**config.mk**
```make
export PLATFORM = sky130hd
export DESIGN_NAME = adc_gain_rate_input_select_regs
export DESIGN_NICKNAME = d
export VERILOG_FILES = /design/src/adc_cfg_pkg.sv /design/src/adc_gain_rate_input_select_regs.sv /design/src/adc_input_route_decode.sv /design/src/adc_cfg_axil_slave.sv
export VERILOG_INCLUDE_DIRS = /design/src
export SDC_FILE = /design/constraint.sdc
export NUM_CORES = 1
export LEC_CHECK = 0
export BUFFER_PORTS_ARGS = -buffer_cell sky130_fd_sc_hd__buf_4
export CORE_AREA = 2 2 120 99
export CTS_CLUSTER_DIAMETER = 60
export DETAILED_ROUTE_END_ITERATION = 16
export DIE_AREA = 0 0 122 101
export HOLD_SLACK_MARGIN = 0.1
export PLACE_DENSITY = 0.79
export REMOVE_ABC_BUFFERS = 1
export SLEW_MARGIN = 40
export SYNTH_ARGS = -nofsm -noshare
export SYNTH_HDL_FRONTEND = slang
export SYNTH_SLANG_ARGS = --single-unit
```
**constraint.sdc**
```tcl
create_clock -name clock -period 6.14 [get_ports clock]
set_input_delay 1.228 -clock clock [delete_from_list [all_inputs] [get_ports clock]]
set_output_delay 1.228 -clock clock [all_outputs]
set_load 0.01 [all_outputs]
```
**src/adc_cfg_defines.svh**
```systemverilog
// Register indices, field positions, reset values and codes of the config bank
`ifndef ADC_CFG_DEFINES_SVH
`define ADC_CFG_DEFINES_SVH

// Register indices, byte address is four times the index
`define IDX_FILTER     8'h04
`define IDX_GAIN_RATE  8'h05
`define IDX_INPUT      8'h06
`define IDX_OFS_LOW    8'h07
`define IDX_OFS_MID    8'h08
`define IDX_OFS_HIGH   8'h09
`define IDX_STATUS     8'h0F

// Reset values
`define RST_FILTER     3'h4
`define RST_GAIN_RATE  8'h04
`define RST_INPUT      8'h01
`define RST_OFS        8'h00

// Field positions
`define BYPASS_BIT     7
`define GAIN_MSB       6
`define GAIN_LSB       4
`define RATE_MSB       3
`define RATE_LSB       0
`define POS_MSB        7
`define POS_LSB        4
`define NEG_MSB        3
`define NEG_LSB        0

// Field codes
`define GAIN_MAX       3'h5
`define FILTER_FIR     3'h4
`define RATE_2P5       4'h0
`define RATE_5         4'h1
`define RATE_10        4'h2
`define RATE_20        4'h4
`define SEL_LAST_PIN   4'h9
`define SEL_COMMON     4'hA
`define SEL_TEMP       4'hB
`define SEL_ASUPPLY    4'hC
`define SEL_DSUPPLY    4'hD
`define SEL_TEST       4'hE
`define SEL_FLOAT      4'hF

// Bus answers
`define RESP_OKAY      2'h0
`define RESP_SLVERR    2'h2

`endif

```
**src/adc_cfg_pkg.sv**
```systemverilog
// Types shared by the converter configuration bank
package adc_cfg_pkg;

   // Where one converter input is routed
   typedef enum logic [2:0] {
      analog_pin, common_input_pin, temp_sensor, analog_supply,
      digital_supply, test_signal_source, floating_input
   } input_kind_t;

   // Decoded input route
   typedef struct packed {
      input_kind_t kind;
      logic [3:0]  pin;
   } input_route_t;

   // Decoded amplifier settings
   typedef struct packed {
      logic       bypass;
      logic [2:0] gain_code;
      logic [5:0] gain_factor;
      logic       gain_reserved;
   } amp_config_t;

   // Decoded rate settings
   typedef struct packed {
      logic [3:0] code;
      logic       fir_mode;
      logic       legal;
   } rate_config_t;

endpackage : adc_cfg_pkg

```
**src/adc_gain_rate_input_select_regs.sv**
```systemverilog
// Amplifier, data rate, input pair and offset calibration register bank
`timescale 1ns/10ps
`default_nettype none
`include "adc_cfg_defines.svh"

module adc_gain_rate_input_select_regs #(
   parameter int ADDR_WIDTH = 8
) (
   // Clock, reset, enable
   input  wire logic                   clock,
   input  wire logic                   rst,
   input  wire logic                   ce,
   // AXI4-Lite write channels
   input  wire logic [ADDR_WIDTH-1:0]  awaddr,
   input  wire logic                   awvalid,
   output logic                        awready,
   input  wire logic [31:0]            wdata,
   input  wire logic [3:0]             wstrb,
   input  wire logic                   wvalid,
   output logic                        wready,
   output logic [1:0]                  bresp,
   output logic                        bvalid,
   input  wire logic                   bready,
   // AXI4-Lite read channels
   input  wire logic [ADDR_WIDTH-1:0]  araddr,
   input  wire logic                   arvalid,
   output logic                        arready,
   output logic [31:0]                 rdata,
   output logic [1:0]                  rresp,
   output logic                        rvalid,
   input  wire logic                   rready,
   // Decoded settings toward the analog front end
   output var adc_cfg_pkg::amp_config_t  amp_cfg,
   output var adc_cfg_pkg::rate_config_t rate_cfg,
   output var adc_cfg_pkg::input_route_t pos_route,
   output var adc_cfg_pkg::input_route_t neg_route,
   output var logic [2:0]                filter_mode,
   output var logic [23:0]               offset_cal
);

   // Register contents
   logic [2:0] filter_sel;         // Digital filter selection
   logic [7:0] gain_and_rate_config; // Bypass, gain, rate
   logic [7:0] input_pair_select;  // Positive and negative select
   logic [7:0] ofs_byte [3];       // Offset calibration bytes

   // Register-side bus signals
   logic       reg_wr_en;          // Accepted low-lane write
   logic [7:0] reg_wr_idx;         // Write register index
   logic [7:0] reg_wr_data;        // Write byte
   logic [7:0] reg_rd_idx;         // Read register index
   logic [7:0] reg_rd_data;        // Read byte
   logic       reg_wr_ok;          // Write index mapped
   logic       reg_rd_ok;          // Read index mapped

   // Decoded combinational routes
   adc_cfg_pkg::input_route_t pos_dec; // Positive route
   adc_cfg_pkg::input_route_t neg_dec; // Negative route

   // Field views
   wire [3:0] pos_input_sel   = input_pair_select[`POS_MSB:`POS_LSB];
   wire [3:0] neg_input_sel   = input_pair_select[`NEG_MSB:`NEG_LSB];
   wire [2:0] gain_code       = gain_and_rate_config[`GAIN_MSB:`GAIN_LSB];
   wire [3:0] output_rate_sel = gain_and_rate_config[`RATE_MSB:`RATE_LSB];
   wire       amp_bypass      = gain_and_rate_config[`BYPASS_BIT];

   // Write decode per register
   wire wr_filter = reg_wr_en & (reg_wr_idx == `IDX_FILTER);
   wire wr_gain   = reg_wr_en & (reg_wr_idx == `IDX_GAIN_RATE);
   wire wr_input  = reg_wr_en & (reg_wr_idx == `IDX_INPUT);

   // Status conditions
   wire gain_reserved = (gain_code > `GAIN_MAX);
   wire fir_mode      = (filter_sel == `FILTER_FIR);
   wire fir_rate_ok   = (output_rate_sel == `RATE_2P5) |
                        (output_rate_sel == `RATE_5)   |
                        (output_rate_sel == `RATE_10)  |
                        (output_rate_sel == `RATE_20);
   wire rate_fault    = fir_mode & ~fir_rate_ok;
   wire [7:0] status  = {6'h00, rate_fault, gain_reserved};

   // Writable indices, status is read only
   assign reg_wr_ok = (reg_wr_idx == `IDX_FILTER) |
                      (reg_wr_idx == `IDX_GAIN_RATE) |
                      (reg_wr_idx == `IDX_INPUT) |
                      (reg_wr_idx == `IDX_OFS_LOW) |
                      (reg_wr_idx == `IDX_OFS_MID) |
                      (reg_wr_idx == `IDX_OFS_HIGH);

   // Readable indices
   assign reg_rd_ok = (reg_rd_idx == `IDX_FILTER) |
                      (reg_rd_idx == `IDX_GAIN_RATE) |
                      (reg_rd_idx == `IDX_INPUT) |
                      (reg_rd_idx == `IDX_OFS_LOW) |
                      (reg_rd_idx == `IDX_OFS_MID) |
                      (reg_rd_idx == `IDX_OFS_HIGH) |
                      (reg_rd_idx == `IDX_STATUS);

   // Read data selection
   assign reg_rd_data =
      (reg_rd_idx == `IDX_FILTER)    ? {5'h00, filter_sel} :
      (reg_rd_idx == `IDX_GAIN_RATE) ? gain_and_rate_config :
      (reg_rd_idx == `IDX_INPUT)     ? input_pair_select :
      (reg_rd_idx == `IDX_OFS_LOW)   ? ofs_byte[0] :
      (reg_rd_idx == `IDX_OFS_MID)   ? ofs_byte[1] :
      (reg_rd_idx == `IDX_OFS_HIGH)  ? ofs_byte[2] :
      (reg_rd_idx == `IDX_STATUS)    ? status : 8'h00;

   // Bus front end
   adc_cfg_axil_slave #(
      .ADDR_WIDTH (ADDR_WIDTH)
   ) u_bus (
      .clock       (clock),
      .rst         (rst),
      .ce          (ce),
      .awaddr      (awaddr),
      .awvalid     (awvalid),
      .awready     (awready),
      .wdata       (wdata),
      .wstrb       (wstrb),
      .wvalid      (wvalid),
      .wready      (wready),
      .bresp       (bresp),
      .bvalid      (bvalid),
      .bready      (bready),
      .araddr      (araddr),
      .arvalid     (arvalid),
      .arready     (arready),
      .rdata       (rdata),
      .rresp       (rresp),
      .rvalid      (rvalid),
      .rready      (rready),
      .reg_wr_en   (reg_wr_en),
      .reg_wr_idx  (reg_wr_idx),
      .reg_wr_data (reg_wr_data),
      .reg_wr_ok   (reg_wr_ok),
      .reg_rd_idx  (reg_rd_idx),
      .reg_rd_data (reg_rd_data),
      .reg_rd_ok   (reg_rd_ok)
   );

   // Filter selection register
   // FIR filter by default
   always_ff @(posedge clock or posedge rst) begin
      if (rst) begin
         filter_sel <= `RST_FILTER;
      end else if (ce && wr_filter) begin
         filter_sel <= reg_wr_data[2:0];
      end
   end

   // Gain and rate register, reserved codes kept as written
   // Reset and index
   always_ff @(posedge clock or posedge rst) begin
      if (rst) begin
         gain_and_rate_config <= `RST_GAIN_RATE;
      end else if (ce && wr_gain) begin
         gain_and_rate_config <= reg_wr_data;
      end
   end

   // Input pair register
   // Pin 0 positive, pin 1 negative
   always_ff @(posedge clock or posedge rst) begin
      if (rst) begin
         input_pair_select <= `RST_INPUT;
      end else if (ce && wr_input) begin
         input_pair_select <= reg_wr_data;
      end
   end

   // Offset calibration bytes, one per index
   for (genvar i = 0; i < 3; i++) begin : g_ofs
      // This byte's index
      wire [7:0] my_idx = 8'(`IDX_OFS_LOW + i);
      always_ff @(posedge clock or posedge rst) begin
         if (rst) begin
            ofs_byte[i] <= `RST_OFS;
         end else if (ce && reg_wr_en && reg_wr_idx == my_idx) begin
            ofs_byte[i] <= reg_wr_data;
         end
      end
   end

   // Positive input decoder
   // Pin and common coding
   adc_input_route_decode u_pos (
      .code  (pos_input_sel),
      .route (pos_dec)
   );

   // Negative input decoder
   // Same coding as positive
   adc_input_route_decode u_neg (
      .code  (neg_input_sel),
      .route (neg_dec)
   );

   // Registered amplifier outputs
   // Bypass bit drives path
   always_ff @(posedge clock or posedge rst) begin
      if (rst) begin
         amp_cfg <= '{bypass: 1'b0, gain_code: 3'h0, gain_factor: 6'h01,
                      gain_reserved: 1'b0};
      end else if (ce) begin
         amp_cfg.bypass        <= amp_bypass;
         amp_cfg.gain_code     <= gain_code;
         amp_cfg.gain_factor   <= gain_reserved ? 6'h00 : 6'(6'h01 << gain_code);
         amp_cfg.gain_reserved <= gain_reserved;
      end
   end

   // Registered rate outputs
   // Rate code and FIR check
   always_ff @(posedge clock or posedge rst) begin
      if (rst) begin
         rate_cfg <= '{code: 4'h4, fir_mode: 1'b1, legal: 1'b1};
      end else if (ce) begin
         rate_cfg.code     <= output_rate_sel;
         rate_cfg.fir_mode <= fir_mode;
         rate_cfg.legal    <= ~rate_fault;
      end
   end

   // Registered routes, filter and offset word
   // Monitor routes follow decode
   always_ff @(posedge clock or posedge rst) begin
      if (rst) begin
         pos_route   <= '{kind: adc_cfg_pkg::analog_pin, pin: 4'h0};
         neg_route   <= '{kind: adc_cfg_pkg::analog_pin, pin: 4'h1};
         filter_mode <= `RST_FILTER;
         offset_cal  <= 24'h000000;
      end else if (ce) begin
         pos_route   <= pos_dec;
         neg_route   <= neg_dec;
         filter_mode <= filter_sel;
         offset_cal  <= {ofs_byte[2], ofs_byte[1], ofs_byte[0]};
      end
   end

   // Checks on the bank's behaviour

   property p_bypass;
      @(posedge clock) disable iff (rst)
      ce |=> amp_cfg.bypass == $past(amp_bypass);
   endproperty
   a_bypass: assert property (p_bypass)
      else $error("bypass output does not follow bit 7");

   property p_gain;
      @(posedge clock) disable iff (rst)
      (ce && gain_code <= `GAIN_MAX) |=>
         amp_cfg.gain_factor == 6'(6'h01 << $past(gain_code)) && !amp_cfg.gain_reserved;
   endproperty
   a_gain: assert property (p_gain)
      else $error("gain factor is not the power of two of the code");

   property p_rate;
      @(posedge clock) disable iff (rst)
      ce |=> rate_cfg.code == $past(output_rate_sel);
   endproperty
   a_rate: assert property (p_rate)
      else $error("rate output does not follow the rate field");

   property p_fir_limit;
      @(posedge clock) disable iff (rst)
      (ce && fir_mode && (output_rate_sel == 4'h3 || output_rate_sel > 4'h4))
         |=> !rate_cfg.legal;
   endproperty
   a_fir_limit: assert property (p_fir_limit)
      else $error("fast rate under FIR not flagged");

   property p_pos_common;
      @(posedge clock) disable iff (rst)
      (ce && pos_input_sel == `SEL_COMMON) |=> pos_route.kind == adc_cfg_pkg::common_input_pin;
   endproperty
   a_pos_common: assert property (p_pos_common)
      else $error("positive common code not routed to common pin");

   property p_pos_monitor;
      @(posedge clock) disable iff (rst)
      (ce && pos_input_sel == `SEL_TEST) |=>
         pos_route.kind == adc_cfg_pkg::test_signal_source ##1 1'b1;
   endproperty
   a_pos_monitor: assert property (p_pos_monitor)
      else $error("positive test code not routed to test signal");

   property p_neg_pin;
      @(posedge clock) disable iff (rst)
      (ce && neg_input_sel <= `SEL_LAST_PIN) |=>
         neg_route.kind == adc_cfg_pkg::analog_pin && neg_route.pin == $past(neg_input_sel);
   endproperty
   a_neg_pin: assert property (p_neg_pin)
      else $error("negative pin code not routed to its pin");

   property p_neg_float;
      @(posedge clock) disable iff (rst)
      (ce && neg_input_sel == `SEL_FLOAT) |=> neg_route.kind == adc_cfg_pkg::floating_input;
   endproperty
   a_neg_float: assert property (p_neg_float)
      else $error("negative float code not left open");

   property p_input_reset;
      @(posedge clock) disable iff (rst)
      $past(rst) |-> input_pair_select == `RST_INPUT && pos_route.pin == 4'h0
         && neg_route.pin == 4'h1;
   endproperty
   a_input_reset: assert property (p_input_reset)
      else $error("input select not at pin 0 and pin 1 after reset");

   property p_ofs_write;
      @(posedge clock) disable iff (rst)
      (ce && reg_wr_en && reg_wr_idx == `IDX_OFS_HIGH) |=>
         ofs_byte[2] == $past(reg_wr_data) ##1 (!ce || offset_cal[23:16] == $past(ofs_byte[2]));
   endproperty
   a_ofs_write: assert property (p_ofs_write)
      else $error("offset high byte write not stored");

   property p_gain_read;
      @(posedge clock) disable iff (rst)
      (arvalid && arready && reg_rd_idx == `IDX_GAIN_RATE) |=>
         rvalid && rdata == {24'h000000, $past(gain_and_rate_config)};
   endproperty
   a_gain_read: assert property (p_gain_read)
      else $error("gain and rate register read back wrong");

   property p_filter_reset;
      @(posedge clock) disable iff (rst)
      $past(rst) |-> filter_sel == `FILTER_FIR && rate_cfg.fir_mode;
   endproperty
   a_filter_reset: assert property (p_filter_reset)
      else $error("filter not FIR after reset");

endmodule : adc_gain_rate_input_select_regs
`default_nettype wire

```
**src/adc_input_route_decode.sv**
```systemverilog
// Decoder from a four-bit input select code to a route
`timescale 1ns/10ps
`default_nettype none
`include "adc_cfg_defines.svh"

module adc_input_route_decode (
   // Select code
   input  wire logic [3:0]              code,
   // Decoded route
   output adc_cfg_pkg::input_route_t    route
);

   // Codes up to the last pin select a numbered pin
   wire is_pin = (code <= `SEL_LAST_PIN);

   // Route kind by code
   assign route.kind = is_pin ? adc_cfg_pkg::analog_pin :
      (code == `SEL_COMMON)  ? adc_cfg_pkg::common_input_pin :
      (code == `SEL_TEMP)    ? adc_cfg_pkg::temp_sensor :
      (code == `SEL_ASUPPLY) ? adc_cfg_pkg::analog_supply :
      (code == `SEL_DSUPPLY) ? adc_cfg_pkg::digital_supply :
      (code == `SEL_TEST)    ? adc_cfg_pkg::test_signal_source :
                               adc_cfg_pkg::floating_input;

   // Pin number, zero when no numbered pin
   assign route.pin = is_pin ? code : 4'h0;

endmodule : adc_input_route_decode
`default_nettype wire

```
**src/adc_cfg_axil_slave.sv**
```systemverilog
// AXI4-Lite slave front end of the configuration bank
`timescale 1ns/10ps
`default_nettype none
`include "adc_cfg_defines.svh"

module adc_cfg_axil_slave #(
   parameter int ADDR_WIDTH = 8
) (
   // Clock, reset, enable
   input  wire logic                  clock,
   input  wire logic                  rst,
   input  wire logic                  ce,
   // Write address and data
   input  wire logic [ADDR_WIDTH-1:0] awaddr,
   input  wire logic                  awvalid,
   output logic                       awready,
   input  wire logic [31:0]           wdata,
   input  wire logic [3:0]            wstrb,
   input  wire logic                  wvalid,
   output logic                       wready,
   // Write response
   output var logic [1:0]             bresp,
   output var logic                   bvalid,
   input  wire logic                  bready,
   // Read address and data
   input  wire logic [ADDR_WIDTH-1:0] araddr,
   input  wire logic                  arvalid,
   output logic                       arready,
   output var logic [31:0]            rdata,
   output var logic [1:0]             rresp,
   output var logic                   rvalid,
   input  wire logic                  rready,
   // Register side
   output logic                       reg_wr_en,
   output logic [7:0]                 reg_wr_idx,
   output logic [7:0]                 reg_wr_data,
   input  wire logic                  reg_wr_ok,
   output logic [7:0]                 reg_rd_idx,
   input  wire logic [7:0]            reg_rd_data,
   input  wire logic                  reg_rd_ok
);

   // Refuse address widths the index decode cannot serve
   if (ADDR_WIDTH < 6 || ADDR_WIDTH > 10) begin : g_bad_width
      $error("ADDR_WIDTH must lie between 6 and 10");
   end

   logic [ADDR_WIDTH-1:0] aw_addr_q;  // Held write address
   logic                  aw_held;    // Write address taken
   logic [7:0]            w_data_q;   // Held low data byte
   logic                  w_lane_q;   // Low byte lane enabled
   logic                  w_held;     // Write data taken

   // Both halves present and no response pending
   wire write_go = ce & aw_held & w_held & ~bvalid;

   // Handshake and register-side decode
   assign awready     = ce & ~aw_held;
   assign wready      = ce & ~w_held;
   assign arready     = ce & ~rvalid;
   assign reg_wr_en   = write_go & reg_wr_ok & w_lane_q;
   assign reg_wr_idx  = 8'(aw_addr_q >> 2);
   assign reg_wr_data = w_data_q;
   assign reg_rd_idx  = 8'(araddr >> 2);

   // Address and data capture, either order
   always_ff @(posedge clock or posedge rst) begin
      if (rst) begin
         aw_held   <= 1'b0;
         aw_addr_q <= '0;
         w_held    <= 1'b0;
         w_data_q  <= 8'h00;
         w_lane_q  <= 1'b0;
      end else if (ce) begin
         if (awvalid && awready) begin
            aw_held   <= 1'b1;
            aw_addr_q <= awaddr;
         end else if (write_go) begin
            aw_held <= 1'b0;
         end
         if (wvalid && wready) begin
            w_held   <= 1'b1;
            w_data_q <= wdata[7:0];
            w_lane_q <= wstrb[0];
         end else if (write_go) begin
            w_held <= 1'b0;
         end
      end
   end

   // Write response
   always_ff @(posedge clock or posedge rst) begin
      if (rst) begin
         bvalid <= 1'b0;
         bresp  <= `RESP_OKAY;
      end else if (ce) begin
         if (write_go) begin
            bvalid <= 1'b1;
            bresp  <= reg_wr_ok ? `RESP_OKAY : `RESP_SLVERR;
         end else if (bready) begin
            bvalid <= 1'b0;
         end
      end
   end

   // Read answer, narrow data in the low byte
   always_ff @(posedge clock or posedge rst) begin
      if (rst) begin
         rvalid <= 1'b0;
         rdata  <= 32'h00000000;
         rresp  <= `RESP_OKAY;
      end else if (ce) begin
         if (arvalid && arready) begin
            rvalid <= 1'b1;
            rdata  <= reg_rd_ok ? {24'h000000, reg_rd_data} : 32'h00000000;
            rresp  <= reg_rd_ok ? `RESP_OKAY : `RESP_SLVERR;
         end else if (rready) begin
            rvalid <= 1'b0;
         end
      end
   end

endmodule : adc_cfg_axil_slave
`default_nettype wire

```
# [Word-level counts from Yosys, hierarchy flattened]
# Index checks and enable logic that the tools add are counted.
[op_classes] n_reduce_logical=23 bitwise_logic=32 n_mux=32 order_cmp=3 shifts=1 n_eq_ne=27
[ops] operator="8-bit two-way mux" n=7
[ops] operator="6-bit by 3-bit equality test with 1-bit output, second input constant" n=8
[ops] operator="4-bit equality test, second input constant" n=10
[ops] operator="6-bit by 4-bit equality test with 1-bit output, second input constant" n=5
[ops] operator="3-bit two-way mux" n=10
[ops] operator="2-bit AND reduction" n=8
[ops] operator="1-bit OR" n=14
[ops] operator="1-bit AND" n=12
[ops] operator="1-bit logical AND" n=10
[ops] operator="2-bit two-way mux" n=5
[ops] operator="4-bit <= comparator, second input constant" n=2
[ops] operator="4-bit two-way mux" n=2
[ops] operator="2-bit nonzero test" n=4
[ops] operator="1-bit two-way mux" n=7
[ops] operator="6-bit two-way mux" n=1
[ops] operator="1-bit NOT" n=6
[ops] operator="1-bit by 3-bit << shifter with 6-bit output, first input constant" n=1
[ops] operator="4-bit by 1-bit equality test with 1-bit output, second input constant" n=1
[ops] operator="4-bit by 2-bit equality test with 1-bit output, second input constant" n=1
[ops] operator="4-bit by 3-bit equality test with 1-bit output, second input constant" n=1
[ops] operator="4-bit zero test" n=1
[ops] operator="3-bit equality test, second input constant" n=1
[ops] operator="3-bit greater-than comparator, second input constant" n=1
[word_totals] regBits=158 output_inout_bits=99

# [Depth between registers and ports, before layout]
[logic_depth] ltp_word=14 ltp_mapped=6 depth_no_buf=4

# [Hierarchy]
# Synthesis repeated with hierarchy kept, for this count alone.
[hier_totals] hier_cells=457 hier_area_um2=5970.7
[modules_own_cells] mod="adc_gain_rate_input_select_regs" n_inst=1 cells_per_inst=306 area_each_um2=4350.4
[modules_own_cells] mod="adc_cfg_axil_slave" n_inst=1 cells_per_inst=129 area_each_um2=1487.7
[modules_own_cells] mod="adc_input_route_decode" n_inst=2 cells_per_inst=11 area_each_um2=66.3

# [Least setup slack after synthesis]
# Ideal clock, no wire load.
[synth_path] kind="input to output" from="input ce" to="output arready" t_required_ps=4912 cell_stages=1 path_slack_ps=3422 arrival_time_ps=1490 path_buffers=0 cell_sequence="nor2b_1"
[synth_between] elab_chain_cells=1
[synth_rtl] element="from (decl)" line_no="adc_gain_rate_input_select_regs.sv:12" rtl="input wire logic ce,"
[synth_rtl] element="1-bit AND" line_no="adc_cfg_axil_slave.sv:60" rtl="assign arready = ce & ~rvalid;"
[synth_rtl] element="to (decl)" line_no="adc_gain_rate_input_select_regs.sv:27" rtl="output logic arready,"
# No other way between the ends.

# [Worst setup path in the final report]
[layout_path] from="input ce" to="register ofs_byte[18] (netlist bit)"
[layout_between] elab_chain_cells=7
[layout_rtl] element="1-bit AND (3 in series)" line_no="adc_cfg_axil_slave.sv:55" rtl="wire write_go = ce & aw_held & w_held & ~bvalid;"
[layout_rtl] element="1-bit AND (2 in series)" line_no="adc_cfg_axil_slave.sv:61" rtl="assign reg_wr_en = write_go & reg_wr_ok & w_lane_q;"
[layout_rtl] element="1-bit logical AND * (2 in series)" line_no="adc_gain_rate_input_select_regs.sv:179" rtl="end else if (ce && reg_wr_en && reg_wr_idx == my_idx) begin"
[layout_rtl] element="to (signal, indexed assignment)" line_no="adc_gain_rate_input_select_regs.sv:178" rtl="ofs_byte[i] <= `RST_OFS;"
[layout_rtl] element="to (signal, indexed assignment)" line_no="adc_gain_rate_input_select_regs.sv:180" rtl="ofs_byte[i] <= reg_wr_data;"
[layout_rtl] element="to (decl)" line_no="adc_gain_rate_input_select_regs.sv:45" rtl="logic [7:0] ofs_byte [3];"
# Every way passes the cells marked *; elsewhere a longest branch is shown, timed or not.
# A chain may end at the register's enable or synchronous reset.

==> metrics.md <==
| Metric | Value |
|---|---|
| Top Usage Layer GRT | `met2` |
| First drt pass iteration count | `5` |
| Area after DPL | `6476 um2` |
| Global router's overall resource usage | `0.2212` |
| # DRC | `0` |
| Post-route ant nets | `0` |
| Layout Nets | `615` |
| P&R area growth vs syn | `24.64%` |
| Final Hold Fails | `0` |
| Worst setup SP type | `input pin` |
| Combinational share of power | `0.170` |
| Clock Path Buffers | `2` |
| # setup viols final | `0` |
| Mean Syn Cell Area | `12.60 um2` |
| Die Y | `101 um` |
| Final GP Congestion | `0.8742` |
| First-pass GRT wire length | `20440 um` |
| Routed WL | `12750 um` |
| Layout cell share with drive strength beyond 1 | `0.4321` |
| R2R Setup Slk | `3.58 ns` |
| Vias in the first global route | `3975` |
| Internal cell power | `1.956 mW` |
| PortBufs | `101` |
| EDFF count, synth | `0` |
| Worst endpoint data arrival time | `3.68 ns` |
| Cell Rows | `35` |
| Flop pwr share | `0.452` |
| Setup tns final | `0 ns` |
| Die area | `12320 um2` |
| Reg2reg path depth | `4` |
| Worst setup path start | `ce` |
| GR Util met2 | `0.3421` |
| Vias/cell | `5.439` |
| Most common cell after layout, fill and taps aside | `dfrtp_1` |
| Leak | `3.516 nW` |
| CP Class | `input pin to flop` |
| TritonCTS Buffers | `17` |
| CTS Sinks | `130` |
| CTS Root Cell | `clkbuf_16` |
| DRT iter0 DRCs | `204` |
| Final instance area | `7083 um2` |
| CTS H-tree depth | `4` |
| Sequential area share after synthesis | `0.5744` |
| Hold_ws | `0.4679 ns` |
| Grt met1 use | `0.3007` |
| Initial Util | `0.5089` |
| Clock skew | `0.005957 ns` |
| Psw | `0.7392 mW` |
| Minimum clock period | `3.397 ns` |
| M3 GR Usage | `0.06391` |
| Post-Synthesis Cells | `451` |
| Initial antenna violation count | `0` |
| Max_slew headroom | `0.5539` |
| Worst r2r dst | `ofs_byte[18]` |
| Critical Path End | `ofs_byte[18]` |
| PD cells | `380.5 nW/um2` |
| Die X | `122 um` |
| Clk_lat worst skew | `0.41 ns` |
| Max Slew Vio Count | `0` |
| Sw Ratio | `0.2742` |
| CTS tree | `yes` |
| Async SR Flop Fraction | `1.000` |
| FF-to-FF Start | `u_bus.bvalid` |
| I/O pin count | `159` |
| # diodes | `0` |
| Yosys warnings | `0` |
| Max_cap viols | `0` |
| Tightest Pin Transition | `0.6631 ns` |
| Post_cts resized | `0` |
| HP Class | `flop to flop` |
| Largest net degree at the start of global routing | `86` |
| Count of cell types in the netlist | `43` |
| Cts hold-fix bufs | `0` |
| Peak Freq | `0.2944 GHz` |
| Tcrit/Tclk final | `0.5532` |
| Status | `complete, no violations` |
| Main synth FF type | `dfrtp_1` |
| CP max FO | `34` |
| Maximum VDD drop | `0.0002597 V` |
| Detailed-route via count | `3889` |
| RSZ-0062 raised after global routing | `false` |
| GRT overflow | `0` |
| Clock-pin slew on the worst setup and hold paths | `0.05 ns` |
| Mapped cell area | `5683 um2` |
| Post-CTS Setup Inserts | `0` |
| Hpwl dp | `8670 um` |
| CORE AREA | `11170 um2` |
| Yosys reg bits | `130` |
| WL/cell | `17.83 um` |
| Setup crit end kind | `flop` |
| Clk pwr share | `0.378` |
| Commonest cells after routing, fill and taps aside | `121 x dfrtp_1, 103 x buf_4, 99 x mux2_2, 36 x nand2_1, 26 x conb_1` |
| CP required | `6.43 ns` |
[registers in the layout, indices dropped and copies added (netlist names), 3 cells and up]
register / cells
amp_cfg: 11
filter_mode: 3
filter_sel: 3
gain_and_rate_config: 8
input_pair_select: 8
neg_route: 7
offset_cal: 24
ofs_byte: 24
pos_route: 7
rate_cfg: 6
u_bus.aw_addr_q: 6
u_bus.rdata: 8
u_bus.reg_wr_data: 8
[power by group through the flow]
stage                     logic [mW]  clock network [mW]  registers (mW)
after floorplan                0.245                   0            1.19
after global placement         0.441                   0            1.21
after detailed placement       0.456                   0            1.23
after CTS                      0.462                1.03            1.22
after global routing           0.500                1.08            1.24
final                          0.458                1.02            1.22
[final cells by class]
type / instances / area, um2
fillers: 901 / 4084
flip-flops and latches: 130 / 3264
multi-input cells: 280 / 2162
repair buffers: 103 / 773.2
clock buffers: 22 / 474.2
well taps: 148 / 185.2
clock inverters: 9 / 130.1
inverters: 23 / 93.84
[routing by layer]
layer | vias up | routed length, um
met4 | 0 | 173
met3 | 17 | 904
met2 | 167 | 5935
li1 | 1768 | -
met5 | - | 0
met1 | 1937 | 5738
[synth_stat cells, drive strengths merged (2+ instances only)]
master / instances / area share
nor3b: 6 / 0.0079
o2111ai: 2 / 0.0031
nand2b: 5 / 0.0055
mux2: 99 / 0.20
mux4: 2 / 0.0079
a21oi: 12 / 0.011
o22ai: 4 / 0.0044
buf: 31 / 0.039
inv: 23 / 0.015
o21ai: 13 / 0.011
mux2i: 6 / 0.011
nor2: 17 / 0.011
nand3: 6 / 0.0053
o41ai: 5 / 0.0077
dfstp: 9 / 0.042
o31ai: 2 / 0.0026
nor2b: 7 / 0.0077
nor4: 4 / 0.0055
a21boi: 2 / 0.0026
nand4b: 2 / 0.0031
o32ai: 4 / 0.0062
nand2: 36 / 0.024
dfrtp: 121 / 0.53
clkbuf: 12 / 0.0079
o32a: 5 / 0.0088
maj3: 2 / 0.0035
[critical path, cell delays in order]
cell,delay (ns)
buf_4,0.37
nand4b_1,0.40
nor4_1,0.68
and3_1,0.59
mux2_2,0.40
[per-stage QoR]
stage          instances  utilization  setup slack (ns)  power (mW)
2_1_floorplan        433            -             1.458       1.437
3_3_place_gp         684       0.5797             2.573       1.651
3_5_place_dp         684       0.5799             2.456       1.682
4_1_cts              715       0.6341             2.784       2.712
5_1_grt              715       0.6343             2.638       2.823
6_report             715       0.6343             2.743       2.695
[worst min-delay path by stage]
stage	startpoint	end	slack, ns	cells after the start
after CTS	neg_route[0]	neg_route[0]	0.47	2
after global placement	neg_route[0]	neg_route[0]	0.46	2
after global routing	neg_route[0]	neg_route[0]	0.51	2
after detailed placement	neg_route[0]	neg_route[0]	0.46	2
final	neg_route[0]	neg_route[0]	0.47	2
after floorplan	u_bus.aw_held	u_bus.aw_held	0.47	2
[cell families (layout without fill, tap and decap cells)]
kind of cell / after synthesis / after routing / synth area share
adder cells (fa/ha/maj): 2 / 2 / 0.003523
flip-flops: 130 / 130 / 0.5744
buffers and inverters: 66 / 157 / 0.06165
AND/OR/NAND/NOR: 89 / 89 / 0.07772
other: 1 / 26 / 0.0006599
AO/OA/AOI/OAI: 56 / 56 / 0.06737
multiplexers: 107 / 107 / 0.2147
Note: power is estimated with default switching activity, not from simulation.
